[src/verilog/core_exec_pkg.sv]
/*
  constants for the branch, increment, or and shift execution block.
  assumes one 100 MHz core clock and a 14-bit instruction word.
*/
`default_nettype none
package core_exec_pkg;

  // ****************************************
  // instruction fields
  // ****************************************
  localparam int OP_MSB = 13;
  localparam int OP_LSB = 8;
  localparam int BR_MSB = 13;
  localparam int BR_LSB = 11;
  localparam int DEST_POS = 7;
  localparam int FILE_MSB = 6;
  localparam int LIT11_MSB = 10;
  localparam int LIT8_MSB = 7;
  localparam int LATCH_HI = 6;
  localparam int LATCH_LO = 3;

  // ****************************************
  // opcodes
  // ****************************************
  localparam logic [5:0] OP_FILE_INCREMENT = 6'h0a;
  localparam logic [5:0] OP_INCREMENT_SKIP_ZERO = 6'h0f;
  localparam logic [5:0] OP_OR_ACCUMULATOR_FILE = 6'h04;
  localparam logic [5:0] OP_LOGICAL_LEFT_SHIFT = 6'h35;
  localparam logic [5:0] OP_OR_LITERAL_ACCUMULATOR = 6'h38;
  localparam logic [2:0] OP_ABSOLUTE_BRANCH = 3'h5;

  // ****************************************
  // register port map
  // ****************************************
  localparam logic [7:0] ADDR_FILE_LAST = 8'h7f;
  localparam logic [7:0] ADDR_ACCUMULATOR = 8'h80;
  localparam logic [7:0] ADDR_STATUS = 8'h81;
  localparam logic [7:0] ADDR_PC_LATCH = 8'h82;
  localparam logic [7:0] ADDR_PC_LOW = 8'h83;
  localparam logic [7:0] ADDR_PC_HIGH = 8'h84;
  localparam int STATUS_ZERO_POS = 1;
  localparam int STATUS_CARRY_POS = 0;

  // ****************************************
  // reset values and counts
  // ****************************************
  localparam logic [14:0] PC_RESET = 15'h0000;
  localparam logic [7:0] ACC_RESET = 8'h00;
  localparam logic [6:0] LATCH_RESET = 7'h00;
  localparam logic [7:0] BYTE_ZERO = 8'h00;
  localparam logic [14:0] PC_STEP = 15'h0001;
  localparam logic [14:0] PC_SKIP_STEP = 15'h0002;
  localparam logic [7:0] BYTE_ONE = 8'h01;
  localparam int FILE_DEPTH = 128;

  typedef enum logic [0:0] {
    EXEC_STATE = 1'b0,
    FLUSH_STATE = 1'b1
  } exec_state_type;

endpackage
`default_nettype wire

[src/verilog/cpu_branch_inc_or_shift_ops.sv]
/*
  execution of absolute branch, file increment, increment-and-skip,
  or with literal or file, and logical left shift.
  assumes instructions arrive on the core clock with a valid strobe
  and are taken only while instr_ready is high.
*/
`timescale 1ns/1ps
`default_nettype none
module cpu_branch_inc_or_shift_ops (
  input wire logic clk,
  input wire logic resetn,
  input wire logic instr_valid,
  input wire logic [13:0] instr_word,
  output logic instr_ready,
  output logic instr_done,
  input wire logic [7:0] bus_addr,
  input wire logic [7:0] bus_wdata,
  input wire logic bus_wr,
  input wire logic bus_rd,
  output logic [7:0] bus_rdata,
  output logic [14:0] program_counter,
  output logic [7:0] accumulator,
  output logic carry_flag,
  output logic zero_flag
);

  // ****************************************
  // state
  // ****************************************
  logic [7:0] file_mem [0:core_exec_pkg::FILE_DEPTH-1];
  logic [7:0] acc_reg;
  logic carry_reg;
  logic zero_reg;
  logic [6:0] latch_reg;
  logic [14:0] pc_reg;
  core_exec_pkg::exec_state_type state_reg;
  core_exec_pkg::exec_state_type state_next;
  logic ready_reg;
  logic done_reg;
  logic [7:0] rdata_reg;

  // ****************************************
  // decode
  // ****************************************
  logic take;
  logic [5:0] opcode;
  logic [6:0] file_addr;
  logic dest_file;
  logic [7:0] operand;
  logic [7:0] result;
  logic write_acc;
  logic write_file;
  logic set_zero;
  logic set_carry;
  logic carry_value;
  logic branch;
  logic skip;
  logic [14:0] pc_next;
  logic bus_wr_acc;
  logic bus_wr_status;
  logic bus_wr_latch;
  logic bus_wr_file;
  logic [7:0] read_value;

  assign take = instr_valid && ready_reg;
  assign opcode = instr_word[core_exec_pkg::OP_MSB:core_exec_pkg::OP_LSB];
  assign file_addr = instr_word[core_exec_pkg::FILE_MSB:0];
  assign dest_file = instr_word[core_exec_pkg::DEST_POS];
  assign operand = file_mem[file_addr];

  // ****************************************
  // register port write decode
  // ****************************************
  assign bus_wr_acc = bus_wr && (bus_addr == core_exec_pkg::ADDR_ACCUMULATOR);
  assign bus_wr_status = bus_wr && (bus_addr == core_exec_pkg::ADDR_STATUS);
  assign bus_wr_latch = bus_wr && (bus_addr == core_exec_pkg::ADDR_PC_LATCH);
  assign bus_wr_file = bus_wr && (bus_addr <= core_exec_pkg::ADDR_FILE_LAST);

  always_comb begin
    result = core_exec_pkg::BYTE_ZERO;
    write_acc = 1'b0;
    write_file = 1'b0;
    set_zero = 1'b0;
    set_carry = 1'b0;
    carry_value = 1'b0;
    branch = 1'b0;
    skip = 1'b0;
    if (take) begin
      if (instr_word[core_exec_pkg::BR_MSB:core_exec_pkg::BR_LSB]
          == core_exec_pkg::OP_ABSOLUTE_BRANCH) begin
        branch = 1'b1;
      end else begin
        unique case (opcode)
          core_exec_pkg::OP_FILE_INCREMENT: begin
            result = operand + core_exec_pkg::BYTE_ONE;
            write_acc = !dest_file;
            write_file = dest_file;
            set_zero = 1'b1;
          end
          core_exec_pkg::OP_INCREMENT_SKIP_ZERO: begin
            result = operand + core_exec_pkg::BYTE_ONE;
            write_acc = !dest_file;
            write_file = dest_file;
            skip = (result == core_exec_pkg::BYTE_ZERO);
          end
          core_exec_pkg::OP_OR_ACCUMULATOR_FILE: begin
            result = acc_reg | operand;
            write_acc = !dest_file;
            write_file = dest_file;
            set_zero = 1'b1;
          end
          core_exec_pkg::OP_LOGICAL_LEFT_SHIFT: begin
            result = {operand[6:0], 1'b0};
            carry_value = operand[7];
            set_carry = 1'b1;
            write_acc = !dest_file;
            write_file = dest_file;
            set_zero = 1'b1;
          end
          core_exec_pkg::OP_OR_LITERAL_ACCUMULATOR: begin
            result = acc_reg | instr_word[core_exec_pkg::LIT8_MSB:0];
            write_acc = 1'b1;
            set_zero = 1'b1;
          end
          default: begin
            result = core_exec_pkg::BYTE_ZERO;
          end
        endcase
      end
    end
  end

  // ****************************************
  // program counter next value
  // ****************************************
  always_comb begin
    pc_next = pc_reg;
    if (branch) begin
      pc_next[core_exec_pkg::LIT11_MSB:0] = instr_word[core_exec_pkg::LIT11_MSB:0];
      pc_next[14:11] = latch_reg[core_exec_pkg::LATCH_HI:core_exec_pkg::LATCH_LO];
    end else if (skip) begin
      pc_next = pc_reg + core_exec_pkg::PC_SKIP_STEP;
    end else if (take) begin
      pc_next = pc_reg + core_exec_pkg::PC_STEP;
    end
  end

  always_comb begin
    state_next = core_exec_pkg::EXEC_STATE;
    unique case (state_reg)
      core_exec_pkg::EXEC_STATE: begin
        if (branch || skip) begin
          state_next = core_exec_pkg::FLUSH_STATE;
        end
      end
      core_exec_pkg::FLUSH_STATE: begin
        state_next = core_exec_pkg::EXEC_STATE;
      end
    endcase
  end

  // ****************************************
  // sequencing
  // ****************************************
  always_ff @(posedge clk or negedge resetn) begin
    if (!resetn) begin
      state_reg <= core_exec_pkg::EXEC_STATE;
    end else begin
      state_reg <= state_next;
    end
  end

  always_ff @(posedge clk or negedge resetn) begin
    if (!resetn) begin
      ready_reg <= 1'b0;
    end else begin
      ready_reg <= (state_next == core_exec_pkg::EXEC_STATE);
    end
  end

  always_ff @(posedge clk or negedge resetn) begin
    if (!resetn) begin
      done_reg <= 1'b0;
    end else begin
      done_reg <= take;
    end
  end

  always_ff @(posedge clk or negedge resetn) begin
    if (!resetn) begin
      pc_reg <= core_exec_pkg::PC_RESET;
    end else begin
      pc_reg <= pc_next;
    end
  end

  // ****************************************
  // accumulator, flags and latch
  // ****************************************
  always_ff @(posedge clk or negedge resetn) begin
    if (!resetn) begin
      acc_reg <= core_exec_pkg::ACC_RESET;
    end else if (write_acc) begin
      acc_reg <= result;
    end else if (bus_wr_acc) begin
      acc_reg <= bus_wdata;
    end
  end

  always_ff @(posedge clk or negedge resetn) begin
    if (!resetn) begin
      zero_reg <= 1'b0;
    end else if (set_zero) begin
      zero_reg <= (result == core_exec_pkg::BYTE_ZERO);
    end else if (bus_wr_status) begin
      zero_reg <= bus_wdata[core_exec_pkg::STATUS_ZERO_POS];
    end
  end

  always_ff @(posedge clk or negedge resetn) begin
    if (!resetn) begin
      carry_reg <= 1'b0;
    end else if (set_carry) begin
      carry_reg <= carry_value;
    end else if (bus_wr_status) begin
      carry_reg <= bus_wdata[core_exec_pkg::STATUS_CARRY_POS];
    end
  end

  always_ff @(posedge clk or negedge resetn) begin
    if (!resetn) begin
      latch_reg <= core_exec_pkg::LATCH_RESET;
    end else if (bus_wr_latch) begin
      latch_reg <= bus_wdata[6:0];
    end
  end

  // ****************************************
  // file register space
  // ****************************************
  always_ff @(posedge clk) begin
    if (write_file) begin
      file_mem[file_addr] <= result;
    end else if (bus_wr_file) begin
      file_mem[bus_addr[6:0]] <= bus_wdata;
    end
  end

  // ****************************************
  // register read port
  // ****************************************
  always_comb begin
    read_value = core_exec_pkg::BYTE_ZERO;
    if (bus_addr <= core_exec_pkg::ADDR_FILE_LAST) begin
      read_value = file_mem[bus_addr[6:0]];
    end else begin
      unique case (bus_addr)
        core_exec_pkg::ADDR_ACCUMULATOR: read_value = acc_reg;
        core_exec_pkg::ADDR_STATUS: read_value = {6'h00, zero_reg, carry_reg};
        core_exec_pkg::ADDR_PC_LATCH: read_value = {1'b0, latch_reg};
        core_exec_pkg::ADDR_PC_LOW: read_value = pc_reg[7:0];
        core_exec_pkg::ADDR_PC_HIGH: read_value = {1'b0, pc_reg[14:8]};
        default: read_value = core_exec_pkg::BYTE_ZERO;
      endcase
    end
  end

  always_ff @(posedge clk or negedge resetn) begin
    if (!resetn) begin
      rdata_reg <= core_exec_pkg::BYTE_ZERO;
    end else if (bus_rd) begin
      rdata_reg <= read_value;
    end else begin
      rdata_reg <= core_exec_pkg::BYTE_ZERO;
    end
  end

  // ****************************************
  // outputs
  // ****************************************
  assign instr_ready = ready_reg;
  assign instr_done = done_reg;
  assign bus_rdata = rdata_reg;
  assign program_counter = pc_reg;
  assign accumulator = acc_reg;
  assign carry_flag = carry_reg;
  assign zero_flag = zero_reg;

endmodule
`default_nettype wire
[config.mk]
export PLATFORM = sky130hd
export DESIGN_NAME = cpu_branch_inc_or_shift_ops
export DESIGN_NICKNAME = d
export VERILOG_FILES = /design/src/verilog/core_exec_pkg.sv /design/src/verilog/cpu_branch_inc_or_shift_ops.sv
export SDC_FILE = /design/constraint.sdc
export NUM_CORES = 2
export LEC_CHECK = 0
export ABC_CLOCK_PERIOD_IN_PS = 13500
export BUFFER_PORTS_ARGS = -buffer_cell sky130_fd_sc_hd__buf_4
export CAP_MARGIN = 20
export CORE_ASPECT_RATIO = 1.1
export CORE_UTILIZATION = 45
export DETAILED_ROUTE_END_ITERATION = 6
export HOLD_SLACK_MARGIN = 0.1
export PLACE_DENSITY = 0.65
export SYNTH_ARGS = -nofsm -noshare
export SYNTH_HDL_FRONTEND = slang
export SYNTH_SLANG_ARGS = --single-unit
[constraint.sdc]
create_clock -name clk -period 13.5 [get_ports clk]
set_clock_uncertainty 0.15 [all_clocks]
set_input_delay 1.35 -clock clk [delete_from_list [all_inputs] [get_ports clk]]
set_output_delay 1.35 -clock clk [all_outputs]
set_load 0.05 [all_outputs]
# Yosys cells after proc, flatten, opt, wreduce, memory -nomap -nowiden
# Memory sizes are Yosys's and may differ from the RTL's.
# Cells that the tools add are included.
# totals
regBits	43
ramBits	1024
inputBits	35
mem_count	1
# classes
n_addsub	3
order_cmp	1
n_eq_ne	11
muxes	45
bitwise_logic	4
n_reduce_logical	17
# memory_table
name	depth	width	read_ports	rd_ports_with_merged_regs	write_ports	line	text
file_mem	128	8	2	0	1	cpu_branch_inc_or_shift_ops.sv:30	logic [7:0] file_mem [0:core_exec_pkg::FILE_DEPTH-1];
# op_table
op	n
2-to-1 mux 8 bit	7
2-to-1 mux 15 bit	3
== test 8 bit (second input constant)	5
one-hot mux 8 bit (5 select lines)	1
one-hot mux 8 bit (4 select lines)	1
2-to-1 mux 1 bit	30
logical NOT 8 bit	2
OR 8 bit	2
adder 15 x 1 -> 15 bit (second input constant)	1
adder 15 x 2 -> 15 bit (second input constant)	1
== test 6 x 4 -> 1 bit (second input constant)	2
== test 6 bit (second input constant)	2
adder 8 x 1 -> 8 bit (second input constant)	1
<= comparator 8 x 7 -> 1 bit (second input constant)	1
OR reduction 4 bit	2
OR reduction 8 bit	1
2-to-1 mux 7 bit	1
== test 6 x 3 -> 1 bit (second input constant)	1
nonzero test 2 bit	3
logical AND 1 bit	5
one-hot mux 1 bit (2 select lines)	2
== test 3 bit (second input constant)	1
nonzero test 3 bit	1
NOT 1 bit	2
3 further kinds	3

# Logic depth before layout (Yosys ltp)
# An unclocked memory read counts as a cell.
# logic_depth
depth_word	10
depth_mapped	18
ltp_nobuf	13

# Worst setup path before layout
# Ideal clock, no wire load.
# synth_timing
path_kind	input-to-reg
startpoint	in instr_word[0]
endpoint	mem file_mem[0][7] (data pin)
setup_ns	1.197
arrival_ns	9.185
setup_slack_ns	2.969
path_stages	12
path_buffers	2
path_cell_list	buf_4 buf_6 mux4_2 mux4_2 mux4_2 mux2_2 nor3b_1 and3_1 and3_1 xor2_1 a21oi_1 o21ai_0
# synth_between
elab_chain_len	6
word_cells_on_any_way	7
cone_classes	add/sub (1); mux (4); bitwise (1); memory (1)
# synth_rtl
element	line	text
start: declaration	cpu_branch_inc_or_shift_ops.sv:13	input wire logic [13:0] instr_word,
memory read (128 x 8 bit) *	-	
adder 8 x 1 -> 8 bit / OR 8 bit (equally long branches)	cpu_branch_inc_or_shift_ops.sv:95, cpu_branch_inc_or_shift_ops.sv:101, cpu_branch_inc_or_shift_ops.sv:107	
one-hot mux 8 bit (4 select lines) *	cpu_branch_inc_or_shift_ops.sv:93	unique case (opcode)
2-to-1 mux 8 bit *	cpu_branch_inc_or_shift_ops.sv:89	if (instr_word[core_exec_pkg::BR_MSB:core_exec_pkg::BR_LSB]
2-to-1 mux 8 bit *	cpu_branch_inc_or_shift_ops.sv:88	if (take) begin
2-to-1 mux 8 bit (no source line) *	-	
end: declaration	cpu_branch_inc_or_shift_ops.sv:30	
# Mark *: on every way between the ends. The rest lies on a longest branch, timed or not.

# Worst setup path in the final report
# layout_timing
startpoint	in instr_word[0]
endpoint	mem file_mem[98][6] (data pin)
# The elaborated chain is that of the path after synthesis.

==> results.tsv <==
metric	value	unit
RSZ-0062 raised after global routing	no	
grt total ovfl	0	
most frequent cells in the layout	edfxtp_1, mux4_2, nor2_1	
largest net degree at the start of global routing	126	
Pre-antenna DRT Iters	6	
final net count	2716	
die width	322.8	µm
mux contribution to synthesized area	28.83	%
VDD IR-drop max	104.4	µV
DIE HEIGHT	354.9	µm
Num CTS Buffers	110	
I/O pin total	70	
non-filler cells, final	4279	
worst setup margin	5.440	ns
top cell type's share of synthesized area	60.37	%
Worst setup SP type	primary input	
GPL Wtd Cong	0.9043	
Post-Route WL	150.3	mm
hold buffers post-CTS	0	
Mapped Area	50940	µm²
Total GRT Usage	26.47	%
max-cap violations	0	
Compound-Gate Fraction of Synth Area	3.063	%
H-Tree Depth	3	
initial antenna violation count	3	
Clock Pin Slew Worst Setup and Hold Paths	0.06	ns
CP Data Arrival Time	8.27	ns
crit path kind	in2reg	
XOR/XNOR Fraction of Synth Area	0.1719	%
HP Class	reg2reg	
Post-Place Cells	4050	
Yosys cell types	67	
filler instances	8935	
critical path, cell by cell	buf_8 > buf_4 > buf_4 > mux4_2 > o22ai_1 > nor4_1 > o22ai_1 > nor2_1 > ha_1 > nand2_1 > nor2b_1 > nand3_1 > xnor2_1 > a21oi_1 > o21ai_4 > buf_4 > buf_4	
# Post-CTS Setup Buffers	0	
leading area contributor after synthesis	edfxtp_1	
Initial Util	45.34	%
family with the most delay on the worst path	buffers and inverters	
Simple-Gate Fraction of Synth Area	3.419	%
CTS tree	done	
slew at the pin with the worst max-slew slack	1.338	ns
Final Hold Viols	0	
Max clock buf depth	3	
PwrDens	129.1	nW/µm²
Post-synth EDFFs	1024	
vias per std cell	6.733	
final worst path period need	8.060	ns
post-DP HPWL	95.59	mm
Via Count	28810	
FP Rows	129	
Post-Syn Area per Cell	19.69	µm²
clk_lat worst skew	0.71	ns
Most flops, register	file_mem	
final instance area	56930	µm²
met3 Use GR	4.928	%
GR peak layer	met2	
largest family of logic cells by synthesized area	multiplexers	
Adder-Cell Fraction of Synth Area	0.09826	%
Die ar.	114500	µm²
DRC Markers	0	
vias in the first global route	29490	
Crit path top cell by count	buf_4	
core box area	112300	µm²
sum of negative setup slack	0	ns
worst slack, placed	4.739	ns
slowest stage cell, crit path	buf_4	
sequential share of the synthesized area	62.48	%
fin. max-slew vios	0	
max FFs per register	1024	
WP data required	13.71	ns
antenna viol nets, final	0	
async set-reset flop share out of synthesis	4.030	%
root buffer cell	clkbuf_16	
Area after DPL	53240	µm²
Layout Area Growth over Synthesis	11.77	%
#FFs+latches synth	1067	
Fmax	124.1	MHz
top_reg_cell synth	edfxtp_1	
CTS Sinks	1067	
Post-Synthesis Cells	2587	
status	completed	
fraction of layout cells with a size suffix above 1	35.19	%
commonest non-fill, non-tap cell in the layout	edfxtp_1	
crit path max fanout	81	
first-pass GRT wire length	214.7	mm
CP peak stage delay	0.81	ns
final setup vio count	0	
Starting DRT DRC Count	3925	
final period utilization	59.71	%
drt wl/cell	35.12	µm
Post-CTS Resized	0	
met2 GRT Util	43.41	%
leakage	0.01894	µW
synth top area cells	edfxtp_1, mux4_2, dfrtp_1, mux2i_1, nor2_1	
Ys Warns	0	
CP bufs+invs	5	
# port buffers	69	
syn_nets	2626	
Rel. slew slack	10.56	%
met1 usage	34.35	%
crit end category	register	
[layout make-up]
type	instances	area (µm²)	area share [%]
Multi-Input combinational cell	1319	18220	32.00
Sequential cell	1067	31830	55.90
Inverter	7	26.28	0.04615
Clock inverter	61	456.7	0.8021
Timing Repair Buffer	172	1546	2.716
Tap cell	1506	1884	3.310
Clock buffer	145	2969	5.215
Antenna cell	2	5.005	0.008791
[power breakdown]
group	leakage [µW]	internal, µW	switching (µW)	total [µW]
clock	0.00167	1660	1290	2940
combinational	0.00656	279	451	731
sequential	0.0107	3640	38.8	3680
total	0.0189	5570	1780	7350
[through the flow]
stage	power [µW]	utilization (%)	hold slack (ns)
final	7350	50.68	0.3161
after global routing	7519	50.68	0.3323
after CTS	7369	50.44	0.3080
after detailed placement	4470	47.39	0.2941
after global placement	4456	47.20	0.2956
after floorplan	4225	-	0.2731
[Yosys cell counts (all sizes together), types with 5 or more instances]
master	count
edfxtp	1024
mux4	608
nor2	171
clkbuf	103
buf	91
mux2i	76
nand2	67
o21ai	45
dfrtp	43
o22ai	37
nand3	34
a21oi	30
a22oi	30
mux2	20
and3	15
nand2b	15
a211oi	13
a311oi	12
and2	12
nand3b	10
nor2b	8
nor3	8
xnor2	8
inv	7
nor4	7
or2	6
a21o	5
o211a	5
o221ai	5
or3	5
[routing by layer]
layer,vias to the layer above,share of wire (%)
met5,-,0.022
met4,4,4.9
met3,344,9.3
met2,1727,50
met1,15340,36
li1,11390,-
[path summary, 6_finish.rpt]
check,startpoint,to,slack (ns),cells after the start
setup / recovery,instr_word[0],file_mem[98][6],5.44,17
hold / removal,state_reg,instr_ready,0.32,1
setup reg to reg,file_mem[31][0],file_mem[96][1],7.88,10
hold reg to reg,state_reg,instr_ready,0.32,1
max in group asynchronous,resetn,latch_reg[1],12.30,1
min in group asynchronous,resetn,program_counter[13],0.50,1
[worst reg2reg max path, stage by stage (launching register included)]
cell and delay [ns]:
edfxtp_1 0.40, mux4_2 0.49, mux2i_1 0.28, o22ai_1 0.12
o221ai_1 0.61, nand3_1 0.52, ha_1 0.47, a222oi_1 0.10
o21a_1 0.22, o31ai_4 0.85, buf_4 0.89
[cell families (layout without fill, tap and decap cells)]
family                     after synthesis  after routing
adders and majority gates                4              4
xor gates and xnor gates                10             10
and+or+nand+nor                        375            375
other                                    0              2
DFF                                   1067           1067
buffers and inverters                  201            385
AOI/OAI and AO/OA                      226            226
muxes                                  704            704
No activity file was read; power rests on OpenSTA's default activity.
